## config.mk

```make
export PLATFORM = sky130hd
export DESIGN_NAME = epctl_host
export DESIGN_NICKNAME = d
export VERILOG_FILES = /design/src/hdl/epctl_pkg.sv /design/src/hdl/epctl_host.sv /design/src/hdl/epctl_sync.sv
export SDC_FILE = /design/constraint.sdc
export NUM_CORES = 1
export LEC_CHECK = 0
export ABC_CLOCK_PERIOD_IN_PS = 3500
export BUFFER_PORTS_ARGS = -buffer_cell sky130_fd_sc_hd__buf_2
export CORE_MARGIN = 8
export CORE_UTILIZATION = 55
export DETAILED_ROUTE_END_ITERATION = 10
export GPL_ROUTABILITY_DRIVEN = 1
export PLACE_DENSITY = 0.89
export SLEW_MARGIN = 10
export SYNTH_ARGS = -nofsm -noshare
export SYNTH_HDL_FRONTEND = slang
export SYNTH_SLANG_ARGS = --single-unit
```

## constraint.sdc

```tcl
create_clock -name mclk -period 3.5 [get_ports mclk]
set_clock_uncertainty 0.05 [all_clocks]
set_input_delay 0.35 -clock mclk [delete_from_list [all_inputs] [get_ports mclk]]
set_output_delay 0.35 -clock mclk [all_outputs]
set_load 0.01 [all_outputs]
```

## src/hdl/epctl_pkg.sv

```systemverilog
// Package with timing constants, states and commands of the EPROM controller
package epctl_pkg;
  // Array geometry
  localparam int EPCTL_ADDR_W = 13;
  localparam int EPCTL_DATA_W = 8;
  localparam logic [7:0] EPCTL_ERASED = 8'hff;
  // Clock period in picoseconds (250 MHz)
  localparam int EPCTL_CLK_PS = 4000;
  // Read timing in ns (slowest grade) and derived cycles, rounded up
  localparam int EPCTL_ADDR_ACC_NS = 450;
  localparam int EPCTL_GATE_ACC_NS = 150;
  localparam int EPCTL_FLOAT_NS = 130;
  localparam int EPCTL_ADDR_ACC_CYC = (EPCTL_ADDR_ACC_NS * 1000 + EPCTL_CLK_PS - 1) / EPCTL_CLK_PS;
  localparam int EPCTL_GATE_ACC_CYC = (EPCTL_GATE_ACC_NS * 1000 + EPCTL_CLK_PS - 1) / EPCTL_CLK_PS;
  localparam int EPCTL_FLOAT_CYC = (EPCTL_FLOAT_NS * 1000 + EPCTL_CLK_PS - 1) / EPCTL_CLK_PS;
  // Programming setup/hold in ns and cycles
  localparam int EPCTL_SETUP_NS = 2000;
  localparam int EPCTL_SETUP_CYC = (EPCTL_SETUP_NS * 1000 + EPCTL_CLK_PS - 1) / EPCTL_CLK_PS;
  // Initial program pulse in us (1 ms) as default for a top-level parameter
  localparam int EPCTL_PULSE_US = 1000;
  localparam int EPCTL_PULSE_CYC = (EPCTL_PULSE_US * 1000000 + EPCTL_CLK_PS - 1) / EPCTL_CLK_PS;
  // Most pulses tried on one byte before giving up
  localparam logic [4:0] EPCTL_MAX_TRIES = 5'h19;
  // Overprogram multiplier of pulse count
  localparam logic [1:0] EPCTL_OVER_MULT = 2'h3;
  // Wait counter width
  localparam int EPCTL_CNT_W = 20;
  // User command codes
  typedef enum logic [1:0] {
    EPCTL_CMD_READ = 2'b00,
    EPCTL_CMD_PROG = 2'b01,
    EPCTL_CMD_ID = 2'b10
  } epctl_cmd_e;
  // Sequencer states
  typedef enum logic [3:0] {
    EPCTL_ST_IDLE = 4'b0000,
    EPCTL_ST_RSEL = 4'b0001,
    EPCTL_ST_RGATE = 4'b0010,
    EPCTL_ST_RFLOAT = 4'b0011,
    EPCTL_ST_PSETUP = 4'b0100,
    EPCTL_ST_PPULSE = 4'b0101,
    EPCTL_ST_PHOLD = 4'b0110,
    EPCTL_ST_VGATE = 4'b0111,
    EPCTL_ST_VFLOAT = 4'b1000,
    EPCTL_ST_PDONE = 4'b1001
  } epctl_state_e;
endpackage : epctl_pkg

```

## src/hdl/epctl_host.sv

```systemverilog
// Host controller driving an 8K x 8 UV EPROM through its pins
`timescale 1ns/1ps
module epctl_host
  import epctl_pkg::*;
#(
  parameter int PULSE_CYC = EPCTL_PULSE_CYC
) (
  // Clock and reset
  input wire logic mclk,
  input wire logic rst,
  // User command port
  input wire logic cmd_valid,
  input wire logic [1:0] cmd_op,
  input wire logic [12:0] cmd_addr,
  input wire logic [7:0] cmd_wdata,
  output logic cmd_ready,
  output logic rsp_valid,
  output logic [7:0] rsp_rdata,
  output logic rsp_fail,
  // EPROM pins
  output logic [12:0] addr_lines,
  output logic sel_n,
  output logic gate_n,
  output logic prog_n,
  output logic pp_high,
  output logic id_mode_voltage,
  output logic [7:0] data_lines_o,
  output logic data_lines_oe_n,
  input wire logic [7:0] data_lines_i
);
  // Complete controller state
  typedef struct packed {
    epctl_state_e st;
    logic [EPCTL_CNT_W-1:0] cnt;
    logic [4:0] tries;
    logic [6:0] over;
    logic [12:0] addr;
    logic [7:0] wdata;
    logic ready;
    logic rvalid;
    logic [7:0] rdata;
    logic fail;
    logic sel_n;
    logic gate_n;
    logic prog_n;
    logic pp_high;
    logic idv;
    logic oe_n;
  } epctl_regs_s;
  epctl_regs_s r_q, r_d;
  logic [7:0] din_s; // Synchronised data lines
  logic over_phase; // Doing overprogram pulse
  // Data lines come from the device, synchronise first
  epctl_sync #(.W(8)) u_sync (
    .mclk(mclk),
    .rst(rst),
    .din(data_lines_i),
    .dout(din_s)
  );
  assign over_phase = (r_q.over != 7'h00);
  // Next-state logic
  always_comb begin
    r_d = r_q;
    r_d.rvalid = 1'b0;
    unique case (r_q.st)
      EPCTL_ST_IDLE: begin
        r_d.ready = 1'b1;
        if (cmd_valid && r_q.ready) begin
          r_d.ready = 1'b0;
          r_d.addr = cmd_addr;
          r_d.wdata = cmd_wdata;
          r_d.tries = 5'h00;
          r_d.over = 7'h00;
          r_d.fail = 1'b0;
          r_d.cnt = '0;
          if (cmd_op == EPCTL_CMD_PROG) begin
            // Supply high and data driven, gate high
            r_d.pp_high = 1'b1;
            r_d.sel_n = 1'b0;
            r_d.gate_n = 1'b1;
            r_d.oe_n = 1'b0;
            r_d.st = EPCTL_ST_PSETUP;
          end else begin
            // Select first, gate stays high; id pin when asked
            r_d.idv = (cmd_op == EPCTL_CMD_ID);
            r_d.sel_n = 1'b0;
            r_d.st = EPCTL_ST_RSEL;
          end
        end
      end
      EPCTL_ST_RSEL: begin
        // Wait address access minus gate access before gate
        r_d.cnt = r_q.cnt + 1'b1;
        if (r_q.cnt >= EPCTL_CNT_W'(EPCTL_ADDR_ACC_CYC - EPCTL_GATE_ACC_CYC)) begin
          r_d.gate_n = 1'b0;
          r_d.cnt = '0;
          r_d.st = EPCTL_ST_RGATE;
        end
      end
      EPCTL_ST_RGATE: begin
        r_d.cnt = r_q.cnt + 1'b1;
        // Sample after gate access plus sync latency
        if (r_q.cnt >= EPCTL_CNT_W'(EPCTL_GATE_ACC_CYC + 2)) begin
          r_d.rdata = din_s;
          r_d.gate_n = 1'b1;
          r_d.sel_n = 1'b1;
          r_d.idv = 1'b0;
          r_d.cnt = '0;
          r_d.st = EPCTL_ST_RFLOAT;
        end
      end
      EPCTL_ST_RFLOAT: begin
        // Let device outputs float before next access
        r_d.cnt = r_q.cnt + 1'b1;
        if (r_q.cnt >= EPCTL_CNT_W'(EPCTL_FLOAT_CYC)) begin
          r_d.rvalid = 1'b1;
          r_d.st = EPCTL_ST_IDLE;
        end
      end
      EPCTL_ST_PSETUP: begin
        // Address, data, supply setup before strobe
        r_d.cnt = r_q.cnt + 1'b1;
        if (r_q.cnt >= EPCTL_CNT_W'(EPCTL_SETUP_CYC)) begin
          r_d.prog_n = 1'b0;
          r_d.cnt = '0;
          r_d.st = EPCTL_ST_PPULSE;
        end
      end
      EPCTL_ST_PPULSE: begin
        // One pulse, or the overprogram multiple of pulses
        r_d.cnt = r_q.cnt + 1'b1;
        if (r_q.cnt >= EPCTL_CNT_W'(PULSE_CYC - 1)) begin
          r_d.cnt = '0;
          if (over_phase && r_q.over > 7'h01) begin
            r_d.over = r_q.over - 7'h01;
          end else begin
            r_d.prog_n = 1'b1;
            r_d.st = EPCTL_ST_PHOLD;
          end
        end
      end
      EPCTL_ST_PHOLD: begin
        // Data hold after strobe, then release data for verify
        r_d.cnt = r_q.cnt + 1'b1;
        if (r_q.cnt >= EPCTL_CNT_W'(EPCTL_SETUP_CYC)) begin
          r_d.oe_n = 1'b1;
          r_d.cnt = '0;
          if (over_phase) begin
            r_d.over = 7'h00;
            r_d.st = EPCTL_ST_PDONE;
          end else begin
            r_d.tries = r_q.tries + 5'h01;
            r_d.st = EPCTL_ST_VGATE;
          end
        end
      end
      EPCTL_ST_VGATE: begin
        // Verify: supply high, gate low, strobe high
        r_d.cnt = r_q.cnt + 1'b1;
        if (r_q.cnt == EPCTL_CNT_W'(EPCTL_SETUP_CYC)) begin
          r_d.gate_n = 1'b0;
        end
        if (r_q.cnt >= EPCTL_CNT_W'(EPCTL_SETUP_CYC + EPCTL_GATE_ACC_CYC + 2)) begin
          r_d.rdata = din_s;
          r_d.gate_n = 1'b1;
          r_d.cnt = '0;
          r_d.st = EPCTL_ST_VFLOAT;
        end
      end
      EPCTL_ST_VFLOAT: begin
        // Wait for float, then decide: done, retry or fail
        r_d.cnt = r_q.cnt + 1'b1;
        if (r_q.cnt >= EPCTL_CNT_W'(EPCTL_FLOAT_CYC)) begin
          r_d.cnt = '0;
          if (r_q.rdata == r_q.wdata) begin
            // Byte verified: overprogram with tries x multiplier
            r_d.over = 7'(r_q.tries * EPCTL_OVER_MULT);
            r_d.oe_n = 1'b0;
            r_d.st = EPCTL_ST_PSETUP;
          end else if (((~r_q.rdata) & r_q.wdata) != 8'h00 || r_q.tries >= EPCTL_MAX_TRIES) begin
            // A zero cannot become one, or too many tries
            r_d.fail = 1'b1;
            r_d.st = EPCTL_ST_PDONE;
          end else begin
            r_d.oe_n = 1'b0;
            r_d.st = EPCTL_ST_PSETUP;
          end
        end
      end
      EPCTL_ST_PDONE: begin
        // Deselect before dropping supply
        r_d.sel_n = 1'b1;
        r_d.oe_n = 1'b1;
        r_d.cnt = r_q.cnt + 1'b1;
        if (r_q.cnt >= EPCTL_CNT_W'(EPCTL_SETUP_CYC)) begin
          r_d.pp_high = 1'b0;
          r_d.rvalid = 1'b1;
          r_d.st = EPCTL_ST_IDLE;
        end
      end
      default: begin
        r_d.st = EPCTL_ST_IDLE;
      end
    endcase
  end
  // State register
  always_ff @(posedge mclk) begin
    if (rst) begin
      r_q <= '{st: EPCTL_ST_IDLE, cnt: '0, tries: 5'h00, over: 7'h00, addr: 13'h0000,
               wdata: 8'h00, ready: 1'b0, rvalid: 1'b0, rdata: 8'h00, fail: 1'b0,
               sel_n: 1'b1, gate_n: 1'b1, prog_n: 1'b1, pp_high: 1'b0, idv: 1'b0,
               oe_n: 1'b1};
    end else begin
      r_q <= r_d;
    end
  end
  // Outputs straight from flops
  assign cmd_ready = r_q.ready;
  assign rsp_valid = r_q.rvalid;
  assign rsp_rdata = r_q.rdata;
  assign rsp_fail = r_q.fail;
  assign addr_lines = r_q.addr;
  assign sel_n = r_q.sel_n;
  assign gate_n = r_q.gate_n;
  assign prog_n = r_q.prog_n;
  assign pp_high = r_q.pp_high;
  assign id_mode_voltage = r_q.idv;
  assign data_lines_o = r_q.wdata;
  assign data_lines_oe_n = r_q.oe_n;
endmodule : epctl_host

```

## src/hdl/epctl_sync.sv

```systemverilog
// Two-flop synchroniser for pin inputs
`timescale 1ns/1ps
module epctl_sync #(
  parameter int W = 8
) (
  // Clock and reset
  input wire logic mclk,
  input wire logic rst,
  // Asynchronous input and synchronised output
  input wire logic [W-1:0] din,
  output logic [W-1:0] dout
);
  logic [W-1:0] meta_q; // First stage, read only by second
  // Two flip-flops in series
  always_ff @(posedge mclk) begin
    if (rst) begin
      meta_q <= '0;
      dout <= '0;
    end else begin
      meta_q <= din;
      dout <= meta_q;
    end
  end
endmodule : epctl_sync

```

Word level (Yosys, flattened, before mapping) --
Cells that the tools add are included.
Word-level totals: register bits 90, bits of input ports 34, output and inout bits 38, logic and storage cells 155
Cells by class: $add $sub $neg 3, multipliers 1, $lt $le $gt $ge 8, eq/ne operators 34, muxes and demuxes 58, bitwise gates (word level) 2, reductions and logical operators 31
Operator list (count):
- case mux 20 bit (9 select lines) | 1
- two-way mux 24 bit | 6
- two-way mux 58 bit | 1
- greater-or-equal comparator 20 x 6 -> 1 bit, second input constant | 2
- case mux 4 bit (10 select lines) | 1
- inequality test 2 bit, second input constant | 19
- two-way mux 36 bit | 1
- two-way mux 7 bit | 5
- case mux 7 bit (4 select lines) | 1
- two-way mux 4 bit | 6
- adder 20 x 1 -> 20 bit, second input constant | 1
- equality test 20 x 9 -> 1 bit, second input constant | 1
- greater-or-equal comparator 20 x 10 -> 1 bit, second input constant | 1
- greater-or-equal comparator 20 x 18 -> 1 bit, second input constant | 1
- greater-or-equal comparator 20 x 7 -> 1 bit, second input constant | 1
- greater-or-equal comparator 20 x 9 -> 1 bit, second input constant | 1
- two-way mux 1 bit | 19
- equality test 4 x 3 -> 1 bit, second input constant | 4
- two-way mux 8 bit | 2
- case mux 8 bit (2 select lines) | 1
- AND reduction 4 bit | 4
- AND reduction 6 bit | 2
- nonzero test 2 bit | 6
- nonzero test 4 bit | 3
- 34 further kinds | 47

Logic depth before layout (Yosys ltp) --
Gate-level depths: netlist of the first run.
depth in word-level cells 8, depth in mapped cells 10, gate-level depth less buffers 10

Modules after synthesis --
Synthesis of the first run repeated with hierarchy kept, for this count alone.
Unflattened totals: cells, all modules 593, area total of the unflattened synthesis 4921.0 µm²
By module, submodules not included:
- epctl_host | instances 1, cells each 560, area each 4456.8 µm², sequential area each 1481.4 µm²
- epctl_sync | instances 1, cells each 33, area each 464.2 µm², sequential area each 320.3 µm²

Worst setup path before layout of the first run --
No wires, ideal clock.
kind register -> register, start point reg r_q (netlist bit rsp_rdata[4]), end point reg r_q[38] (netlist name), arrival time 2046 ps, slack 1270 ps, stages on the path, launching flop included 9, path buffers 0, clock period less this slack 2230 ps, cell sequence dfxtp_1 inv_1 ha_1 nand4_1 or4_1 a211o_4 o21bai_4 a221oi_1 a211oi_1
On the way: cells in the longest elaborated chain, start to end 3
RTL lines:
- from (decl) | RTL line epctl_host.sv:50 | epctl_regs_s r_q, r_d;
- from (signal assigned) | RTL line epctl_host.sv:209 | r_q <= '{st: EPCTL_ST_IDLE, cnt: '0, tries: 5'h00, over: 7'h00, addr: 13'h0000,
- from (signal assigned) | RTL line epctl_host.sv:214 | r_q <= r_d;
- equality test 8 bit | RTL line epctl_host.sv:175 | if (r_q.rdata == r_q.wdata) begin
- inequality test 2 bit (no source line)
- AND reduction 8 bit (no source line)
No other way between the ends. A chain may end at the register's enable or synchronous reset.

Worst setup path in the final report of the first run --
start point reg r_q[73] (netlist name), end point reg r_q[67] (netlist name)
On the way: cells in the longest elaborated chain, start to end 4, elaborated cells between the ends (all ways) 15
RTL lines:
- equality test 4 bit or equality test 4 x 2 -> 1 bit (tied branches) | RTL line epctl_host.sv:65 | unique case (r_q.st)
- OR reduction 2 bit (no source line)
- nonzero test 9 bit (no source line)
- AND reduction 2 bit (no source line)
Several ways; a longest one is shown, not always the timed one.

==> results by group, run 1 <==
Yosys
  • Unique cell type count in the Yosys netlist: 76
  • Mapped cell area: between 4000 and 5000 µm²
  • Post-synthesis cell count: 597
  • Post-Syn Area per Cell: 8.33 µm²
  • Synth Flop Type: dfxtp_1
  • Async SR Flop Fraction: 0
  • Yosys reg bits: 90
  • Post-Syn Nets: between 600 and 700
  • Post-synth EDFFs: 0
  • Ys Warns: 0
  • Sequential share of the synthesized area: 0.362

Drt
  • Post-Route WL: ~13,000 µm
  • Final ANT Viol Nets: 0
  • Drt drc: 0
  • Via count: 4,468
  • Vias/cell: roughly 6.0
  • Initial DRT Pass Iterations: 5
  • Wire per inst: around 17 µm
  • DR iter-0 viols: 494

STA
  • Setup violators final: 0
  • Fin Setup TNS: 0 ps
  • Headroom to the max-slew limit: 0.454
  • Final WS setup: approximately 650 ps
  • Tcrit/Tclk final: 0.815
  • RSZ-0062 raised after global routing: no
  • Fin. max-slew vios: 0
  • Final min period: 2850 ps
  • Max Fclk: ~0.35 GHz
  • Worst-Margin Slew: ~820 ps
  • Final hold violations: 0
  • Hold slack: about 110 ps

Floorplan
  • Die Width: 111 µm
  • Die ar.: between 10,000 and 15,000 µm²
  • Initial cell density of the core: 0.567
  • Std cell rows: 34
  • Die height: around 110 µm
  • Core area: slightly below 9000 µm²
  • I/O Pins: about 70

Setup path
  • Buf+Inv Stages, Crit Path: 0
  • Worst Setup End Kind: flip-flop
  • CP cell instances: nor4_1, a22o_1, nor4_1, and2b_1, nand4_1, xor2_1, nor2_1
  • Critical path type: reg2reg
  • Critical-path maximum fanout: 21
  • CP delay by family, top: simple AND/OR/NAND/NOR gates
  • Worst stage delay on the critical path: around 800 ps
  • Worst Path Required: 3710 ps
  • Most frequent CP cell: nor4_1
  • Worst EP arrival: slightly above 3000 ps
  • CP Launch Type: flip-flop
  • Max stage delay cell, worst path: dfxtp_1

Cells and area
  • Commonest non-fill, non-tap cell in the layout: dfxtp_1
  • Fin nets: 689
  • Area of the multi-input gates: around 2700 µm²
  • Fillers: about 740
  • Layout cell share with drive strength beyond 1: 0.181
  • N_diodes: 0
  • P&R area growth vs syn: 7.75%
  • Most frequent cells in the layout: dfxtp_1, nand2_1, buf_2, nor2_1, a21oi_1
  • FF/Latch Area: between 1500 and 2000 µm²

Placement
  • Post-place setup slack: 788 ps
  • Final HPWL DP: 9560 µm
  • Port-buffer cells: 71
  • Placer Congestion: 0.942

Clock tree
  • Clock Path Buffers: 2
  • CTS tree: yes
  • Root buffer cell: clkbuf_8
  • Reg clk slew, reported paths: approximately 110 ps
  • PostCTS Resize Cnt: 0
  • CTS sink cnt: 90
  • Total CTS buffers: 9
  • Clk_lat worst skew: 390 ps
  • Hold_buf cts: 0
  • H-tree depth: 3
  • Post-CTS Setup Inserts: 0

Global route
  • Initial antenna violation count: 1
  • Vias in the first global route: around 4,200
  • Gr ovfl total: 0
  • GRT Resource Usage Total: 0.198
  • Global-route wire length before repair: ~21,000 µm
  • Largest net degree at the start of global routing: between 40 and 50

Power and ir drop
  • VDD IR max: ~0.24 mV
  • PwrDens: ~490 nW/µm²
  • Total power: about 0.0027 W
  • Static leakage: between 2 and 2.5 nW

Run status
  • Status: completed

Run
  • Max Cap Viol: 0

Min path
  • Worst hold path type: in2reg
power breakdown:
group          leakage, nW  internal [W]  switching, W  total (W)
Clock                0.105      0.000287      0.000454   0.000742
Sequential           0.732       0.00110     0.0000794    0.00118
Combinational         1.37      0.000267      0.000462   0.000729
Total                 2.21       0.00165      0.000996    0.00265
layer usage:
| layer | vias up | track usage | wire length (µm) | part of all wire |
|---|---|---|---|---|
| met5 | - | 0 | 11 | 0.00085 |
| met2 | 234 | 0.322 | 6060 | 0.47 |
| li1 | 2103 | - | - | - |
| met4 | 2 | 0.0711 | 276 | 0.021 |
| met3 | 32 | 0.0541 | 1170 | 0.090 |
| met1 | 2097 | 0.246 | 5450 | 0.42 |
cell type report:
class	count	area share
clock inverters	7	0.0157
flip-flops and latches	90	0.336
repair buffers	80	0.0790
multi-input cells	428	0.505
well taps	108	0.0252
clock buffers	9	0.0231
inverters	23	0.0161
logic make-up (layout without fill, tap and decap cells):
family	after synthesis	after routing	synth area share
multiplexers	10	10	0.0201
buffers and inverters	79	119	0.0939
AND/OR/NAND/NOR	251	251	0.254
flip-flops	90	90	0.362
XOR/XNOR	22	22	0.0388
AO/OA/AOI/OAI	122	122	0.171
adder cells (fa/ha/maj)	23	23	0.0594
Yosys cell counts, types with 3 or more instances:
library cell,n,share of area
nand2b_1,12,0.015
nand3b_1,4,0.0060
ha_1,22,0.055
a21oi_1,46,0.046
mux2i_1,10,0.020
nor4b_1,3,0.0053
xor2_1,14,0.025
o31ai_1,3,0.0045
o32ai_1,3,0.0053
o21bai_1,5,0.0076
o22ai_1,3,0.0038
nor2_1,63,0.048
nor3b_1,3,0.0045
nor3_1,11,0.011
a31oi_1,6,0.0076
nor2b_1,19,0.024
nand3_1,12,0.012
and3_1,5,0.0063
nand2_1,80,0.060
nand4_1,7,0.0088
dfxtp_1,90,0.36
nand4b_1,3,0.0053
buf_2,3,0.0030
a211oi_1,6,0.0091
or2_1,3,0.0038
clkbuf_1,14,0.011
buf_4,31,0.047
o211ai_1,3,0.0045
o21ai_0,14,0.014
xnor2_1,8,0.014
nor4_1,6,0.0076
inv_1,23,0.017
and2_1,3,0.0038
buf_6,6,0.014
a41oi_1,3,0.0053
metrics by stage:
stage	utilization	instance area (µm²)	instances
after floorplan	-	4970	597
after global placement	0.588	5150	729
after detailed placement	0.588	5150	729
after CTS	0.611	5360	745
after global routing	0.611	5360	745
final	0.611	5360	745
path summary, 6_finish.rpt:
path | from | end | slack, ps | cells past startpoint
setup / recovery | r_q[73] | r_q[67] | 650 | 7
hold / removal | data_lines_i[6] | u_sync.meta_q[6] | 110 | 2
setup reg to reg | r_q[73] | r_q[67] | 650 | 7
hold reg to reg | addr_lines[2] | addr_lines[2] | 400 | 2
sequential cells by signal, summed over array words and instances (netlist names):
| signal | flops |
|---|---|
| r_q | 36 |
| addr_lines | 13 |
| data_lines_o | 8 |
| rsp_rdata | 8 |
| u_sync.dout | 8 |
| u_sync.meta_q | 8 |
| cmd_ready | 1 |
| data_lines_oe_n | 1 |
| gate_n | 1 |
| id_mode_voltage | 1 |
| pp_high | 1 |
| prog_n | 1 |
| rsp_fail | 1 |
| rsp_valid | 1 |
| sel_n | 1 |
Power figures use the tool's default switching activity.
==> inputs of run 2 (changes only) <==
ABC_CLOCK_PERIOD_IN_PS = 2800   (was 3500)
clock period = 2.8 ns   (was 3.5 ns; I/O delays follow)
==> results by group, run 2 (synthesis gave the netlist of run 1 again) <==
Clock tree
  • Hold_buf cts: 0 (unchanged)
  • Total CTS buffers: 9 (unchanged)
  • CTS sink cnt: 90 (unchanged)
  • Post-CTS Setup Inserts: 0 (unchanged)
  • Clk_lat worst skew: 370 ps (-20 ps)
  • PostCTS Resize Cnt: 0 (unchanged)
  • Root buffer cell: clkbuf_8
  • CTS tree: yes
  • Clock Path Buffers: 2 (unchanged)
  • H-tree depth: 3 (unchanged)
  • Reg clk slew, reported paths: 110 ps (about the same)

Global route
  • Initial antenna violation count: 0 (-1)
  • Gr ovfl total: 0 (unchanged)
  • Global-route wire length before repair: 21,000 µm (+1.7%)
  • Largest net degree at the start of global routing: 33 (-30%)
  • GRT Resource Usage Total: 0.200 (+0.00149)
  • Vias in the first global route: 4,326 (+2.8%)

Drt
  • Via count: 4,448 (-0.45%)
  • Final ANT Viol Nets: 0 (unchanged)
  • Initial DRT Pass Iterations: 6 (+1)
  • Vias/cell: 5.87 (-2.2%)
  • Wire per inst: 16.9 µm (-3.1%)
  • Drt drc: 0 (unchanged)
  • Post-Route WL: 12,800 µm (-1.4%)
  • DR iter-0 viols: 436 (-12%)

Cells and area
  • Largest register by flop count: r_q
  • Max FFs per register: 36 (unchanged)
  • Fin nets: 702 (+1.9%)
  • Fillers: 728 (-2.2%)
  • Commonest non-fill, non-tap cell in the layout: dfxtp_1
  • Most frequent cells in the layout: dfxtp_1, nand2_1, buf_2, nor2_1, a21oi_1
  • P&R area growth vs syn: 9.67%
  • N_diodes: 0 (unchanged)
  • Layout cell share with drive strength beyond 1: 0.197 (+0.0164)

Setup path
  • CP Launch Type: flip-flop
  • Critical-path maximum fanout: 9 (-57%)
  • Worst Setup End Kind: flip-flop
  • Worst R2R Start: r_q[56]
  • Worst Path Required: 3010 ps (-700 ps)
  • Critical path type: reg2reg
  • Worst EP arrival: 2780 ps (-280 ps)
  • Critical Path Start: r_q[56]

STA
  • Hold slack: 59.9 ps (-49.7 ps)
  • Fin Setup TNS: 0 ps (unchanged)
  • RSZ-0062 raised after global routing: no
  • Final min period: 2570 ps (-282 ps)
  • Final hold violations: 0 (unchanged)
  • Headroom to the max-slew limit: 0.575 (+0.121)
  • Setup violators final: 0 (unchanged)
  • Tcrit/Tclk final: 0.917 (+0.103)
  • Max Fclk: 0.389 GHz (+11%)
  • Fin. max-slew vios: 0 (unchanged)
  • Worst-Margin Slew: 633 ps (-183 ps)

Floorplan
  • Core area: 8760 µm² (unchanged)
  • I/O Pins: 72 (unchanged)
  • Die Width: 111 µm (unchanged)
  • Die height: 111 µm (unchanged)
  • Initial cell density of the core: 0.567 (unchanged)
  • Std cell rows: 34 (unchanged)
  • Die ar.: 12,300 µm² (unchanged)

Power and ir drop
  • PwrDens: 610 nW/µm² (+23%)
  • Static leakage: 2.27 nW (+2.8%)
  • VDD IR max: 0.367 mV (+50%)

Placement
  • Placer Congestion: 0.971 (+3.2%)
  • Final HPWL DP: 9510 µm (-0.50%)
  • Port-buffer cells: 71 (unchanged)

Run
  • Max Cap Viol: 0 (unchanged)

Min path
  • Beginning of the worst hold path: data_lines_i[6]
  • Worst hold path type: in2reg

Run status
  • Status: completed
## run 2: cell types whose count changed in the layout (fill, tap and decap cells not counted), sizes merged
| cell | previous run | this run |
|---|---|---|
| buf | 80 | 93 |
## run 2: worst paths after layout
| check | end | slack, ps | depth (start not counted) |
|---|---|---|---|
| hold reg to reg | u_sync.dout[4] | 400 | 1 |
| setup / recovery | rsp_rdata[3] | 230 | 8 |
| hold / removal | u_sync.meta_q[6] | 60 | 2 |
| setup reg to reg | rsp_rdata[3] | 230 | 8 |
## run 2: cell type report
cell class	instances	area, µm²	share of cell area
well taps	108	135	0.0248
clock buffers	9	124	0.0227
repair buffers	93	520	0.0955
flip-flops and latches	90	1800	0.331
multi-input cells	428	2700	0.496
inverters	23	86.3	0.0158
clock inverters	7	81.3	0.0149
## run 2: layer usage
layer	track usage	vias up	wire length [µm]
met5	0	-	0
met4	0.0827	0	291
met3	0.0400	30	1120
met2	0.327	232	6060
met1	0.250	2050	5320
li1	-	2136	-
## run 2: through the flow
step           setup slack [ps]  instances  power [W]   util  instance area, µm²
2_1_floorplan               570        597    0.00216      -                4970
3_3_place_gp                322        742    0.00239  0.599                5250
3_5_place_dp                270        742    0.00242  0.599                5250
4_1_cts                     252        758    0.00332  0.622                5450
5_1_grt                    79.3        758    0.00349  0.622                5450
6_report                    231        758    0.00332  0.622                5450
## run 2: worst max-delay path, stage by stage, from the launching register on
cell and delay, ps:
dfxtp_1 400, or4_1 520, o21ai_1 180, or3b_1 390, nand2b_1 130, a21boi_1 270
buf_4 250, mux2i_1 210, nor2_1 60
## run 2: report_power, final
group	internal, W	switching [W]	leakage, nW	total (W)
clock network	0.000356	0.000551	0.103	0.000907
registers	0.00138	0.0000914	0.732	0.00147
logic	0.000361	0.000589	1.43	0.000950
total	0.00209	0.00123	2.27	0.00332
==> inputs of run 3 (changes only) <==
ABC_CLOCK_PERIOD_IN_PS = 2900   (was 2800)
clock period = 2.9 ns   (was 2.8 ns; I/O delays follow)
==> results by group, run 3 (synthesis gave the netlist of run 1 again) <==
STA
  • Final min period: 2540 ps (-29.2 ps)
  • Max Fclk: 0.394 GHz (+1.1%)
  • Setup violators final: 0 (unchanged)
  • Tcrit/Tclk final: 0.876 (-0.0417)
  • Headroom to the max-slew limit: 0.590 (+0.0145)
  • Worst-Margin Slew: 600 ps (-32.4 ps)
  • RSZ-0062 raised after global routing: no
  • Fin. max-slew vios: 0 (unchanged)
  • Final hold violations: 0 (unchanged)
  • Fin Setup TNS: 0 ps (unchanged)

Setup path
  • CP delay by family, top: simple AND/OR/NAND/NOR gates
  • CP Launch Type: flip-flop
  • FF-to-FF setup slack: 360 ps (+130 ps)
  • Buf+Inv Stages, Crit Path: 0 (-1)
  • CP Depth: 6 (-2)
  • Worst Path Required: 3160 ps (+150 ps)
  • CP cell instances: or2_1, or4_1, a211o_4, o21bai_4, or2_1, a21oi_2
  • R2r worst-path depth: 6 (-2)
  • Critical Path Start: r_q[71]
  • Critical path type: reg2reg
  • Reg-to-reg endpoint: r_q[43]
  • Critical Path Sink: r_q[43]
  • Max stage delay cell, worst path: or4_1
  • Worst Setup End Kind: flip-flop
  • Critical-path maximum fanout: 17 (+8)
  • Worst stage delay on the critical path: 540 ps (+20 ps)
  • Most frequent CP cell: or2_1
  • Worst EP arrival: 2800 ps (+20 ps)
  • Worst R2R Start: r_q[71]

Cells and area
  • N_diodes: 0 (unchanged)
  • Util after Layout: 0.618 (-0.00400)
  • Commonest non-fill, non-tap cell in the layout: dfxtp_1
  • FF/Latch Area: 1800 µm² (unchanged)
  • Area of the multi-input gates: 2700 µm² (unchanged)
  • Non-Filler Instances: 754 (-0.53%)
  • P&R area growth vs syn: 8.96%
  • Most frequent cells in the layout: dfxtp_1, nand2_1, buf_2, nor2_1, a21oi_1
  • Layout cell share with drive strength beyond 1: 0.192 (-0.00497)
  • Fillers: 719 (-1.2%)
  • Final instance area: 5420 µm² (-0.64%)
  • Max FFs per register: 36 (unchanged)
  • Largest register by flop count: r_q
  • Fin nets: 698 (-0.57%)

Global route
  • Initial antenna violation count: 0 (unchanged)
  • Largest net degree at the start of global routing: 28 (-15%)
  • Vias in the first global route: 4,400 (+1.7%)
  • GRT Resource Usage Total: 0.202 (+0.00224)
  • Global-route wire length before repair: 21,300 µm (+1.4%)
  • Gr ovfl total: 0 (unchanged)

Drt
  • Initial DRT Pass Iterations: 6 (unchanged)
  • DR iter-0 viols: 518 (+19%)
  • Vias/cell: 5.97 (+1.8%)
  • Wire per inst: 17.1 µm (+1.2%)
  • Drt drc: 0 (unchanged)
  • Post-Route WL: 12,900 µm (+0.70%)
  • Final ANT Viol Nets: 0 (unchanged)
  • Via count: 4,505 (+1.3%)

Clock tree
  • CTS sink cnt: 90 (unchanged)
  • Clk_lat worst skew: 370 ps (about the same)
  • PostCTS Resize Cnt: 0 (unchanged)
  • Reg clk slew, reported paths: 110 ps (about the same)
  • Root buffer cell: clkbuf_8
  • Total CTS buffers: 9 (unchanged)
  • Post-CTS Setup Inserts: 0 (unchanged)
  • Hold_buf cts: 0 (unchanged)
  • Clock Path Buffers: 2 (unchanged)
  • H-tree depth: 3 (unchanged)
  • CTS tree: yes

Placement
  • Placer Congestion: 1.01 (+4.3%)
  • Port-buffer cells: 71 (unchanged)
  • Final HPWL DP: 9510 µm (about the same)
  • Placed insts: 738 (-0.54%)
  • Total placed instance area: 5220 µm² (-0.57%)

Floorplan
  • Initial cell density of the core: 0.567 (unchanged)
  • I/O Pins: 72 (unchanged)
  • Die height: 111 µm (unchanged)
  • Die ar.: 12,300 µm² (unchanged)
  • Die Width: 111 µm (unchanged)
  • Core area: 8760 µm² (unchanged)
  • Std cell rows: 34 (unchanged)

Power and ir drop
  • Sequential share of power: 0.444 (+0.003)
  • VDD IR max: 0.331 mV (-9.9%)
  • PwrDens: 591 nW/µm² (-3.0%)
  • Logic pwr share: 0.279 (-0.007)
  • Internal power: 0.00200 W (-4.3%)
  • Power share of the clock group: 0.277 (+0.004)
  • Psw: 0.00120 W (-2.7%)
  • Static leakage: 2.25 nW (-0.92%)
  • Sw Ratio: 0.374 (+0.00388)

Min path
  • Worst hold path type: in2reg

Run
  • Max Cap Viol: 0 (unchanged)

Run status
  • Status: completed
-- run 3: cell count changes in the layout (fill, tap and decap cells not counted) --
cell      before  now
buf_4         22   18
clkinv_8       2    1
inv_8          2    3
-- run 3: per-layer routing --
layer  wire, µm  part of all wire  track usage
met1       5370              0.42        0.250
met2       5950              0.46        0.329
met3       1220             0.095       0.0471
met4        331             0.026       0.0827
met5          0                 0            0
-- run 3: stage by stage --
stage	setup WS (ps)	total power (W)	hold WS, ps
after floorplan	670	0.00209	364
after global placement	422	0.00228	369
after detailed placement	401	0.00231	377
after CTS	388	0.00319	71.9
after global routing	245	0.00336	71.1
final	360	0.00320	80.8
-- run 3: worst min-delay path by stage --
stage | to | slack [ps] | start | cells after the start
floorplan | u_sync.dout[0] | 360 | u_sync.meta_q[0] | 1
global placement | u_sync.dout[5] | 370 | u_sync.meta_q[5] | 1
detailed placement | u_sync.dout[2] | 380 | u_sync.meta_q[2] | 1
CTS | u_sync.meta_q[3] | 70 | data_lines_i[3] | 2
global route | u_sync.meta_q[3] | 70 | data_lines_i[3] | 2
finish | u_sync.meta_q[2] | 80 | data_lines_i[2] | 2
-- run 3: worst reg2reg max path, delay by kind of cell, from the launching register on --
family | cells | cell delay (ps)
simple gates | 3 | 1200
flops | 1 | 510
compound gates | 3 | 720
-- run 3: layout make-up --
| type | instances | area share |
|---|---|---|
| inverter | 23 | 0.0159 |
| sequential | 90 | 0.333 |
| tap | 108 | 0.0249 |
| clock buffer | 9 | 0.0229 |
| timing repair buffer | 89 | 0.0906 |
| multi-input combinational | 428 | 0.499 |
| clock inverter | 7 | 0.0141 |
-- run 3: power by group through the flow --
stage | sequential [W] | combinational, W | clock [W]
2_1_floorplan | 0.00142 | 0.000670 | 0
3_3_place_gp | 0.00144 | 0.000842 | 0
3_5_place_dp | 0.00145 | 0.000868 | 0
4_1_cts | 0.00142 | 0.000875 | 0.000894
5_1_grt | 0.00143 | 0.000984 | 0.000945
6_report | 0.00142 | 0.000893 | 0.000886
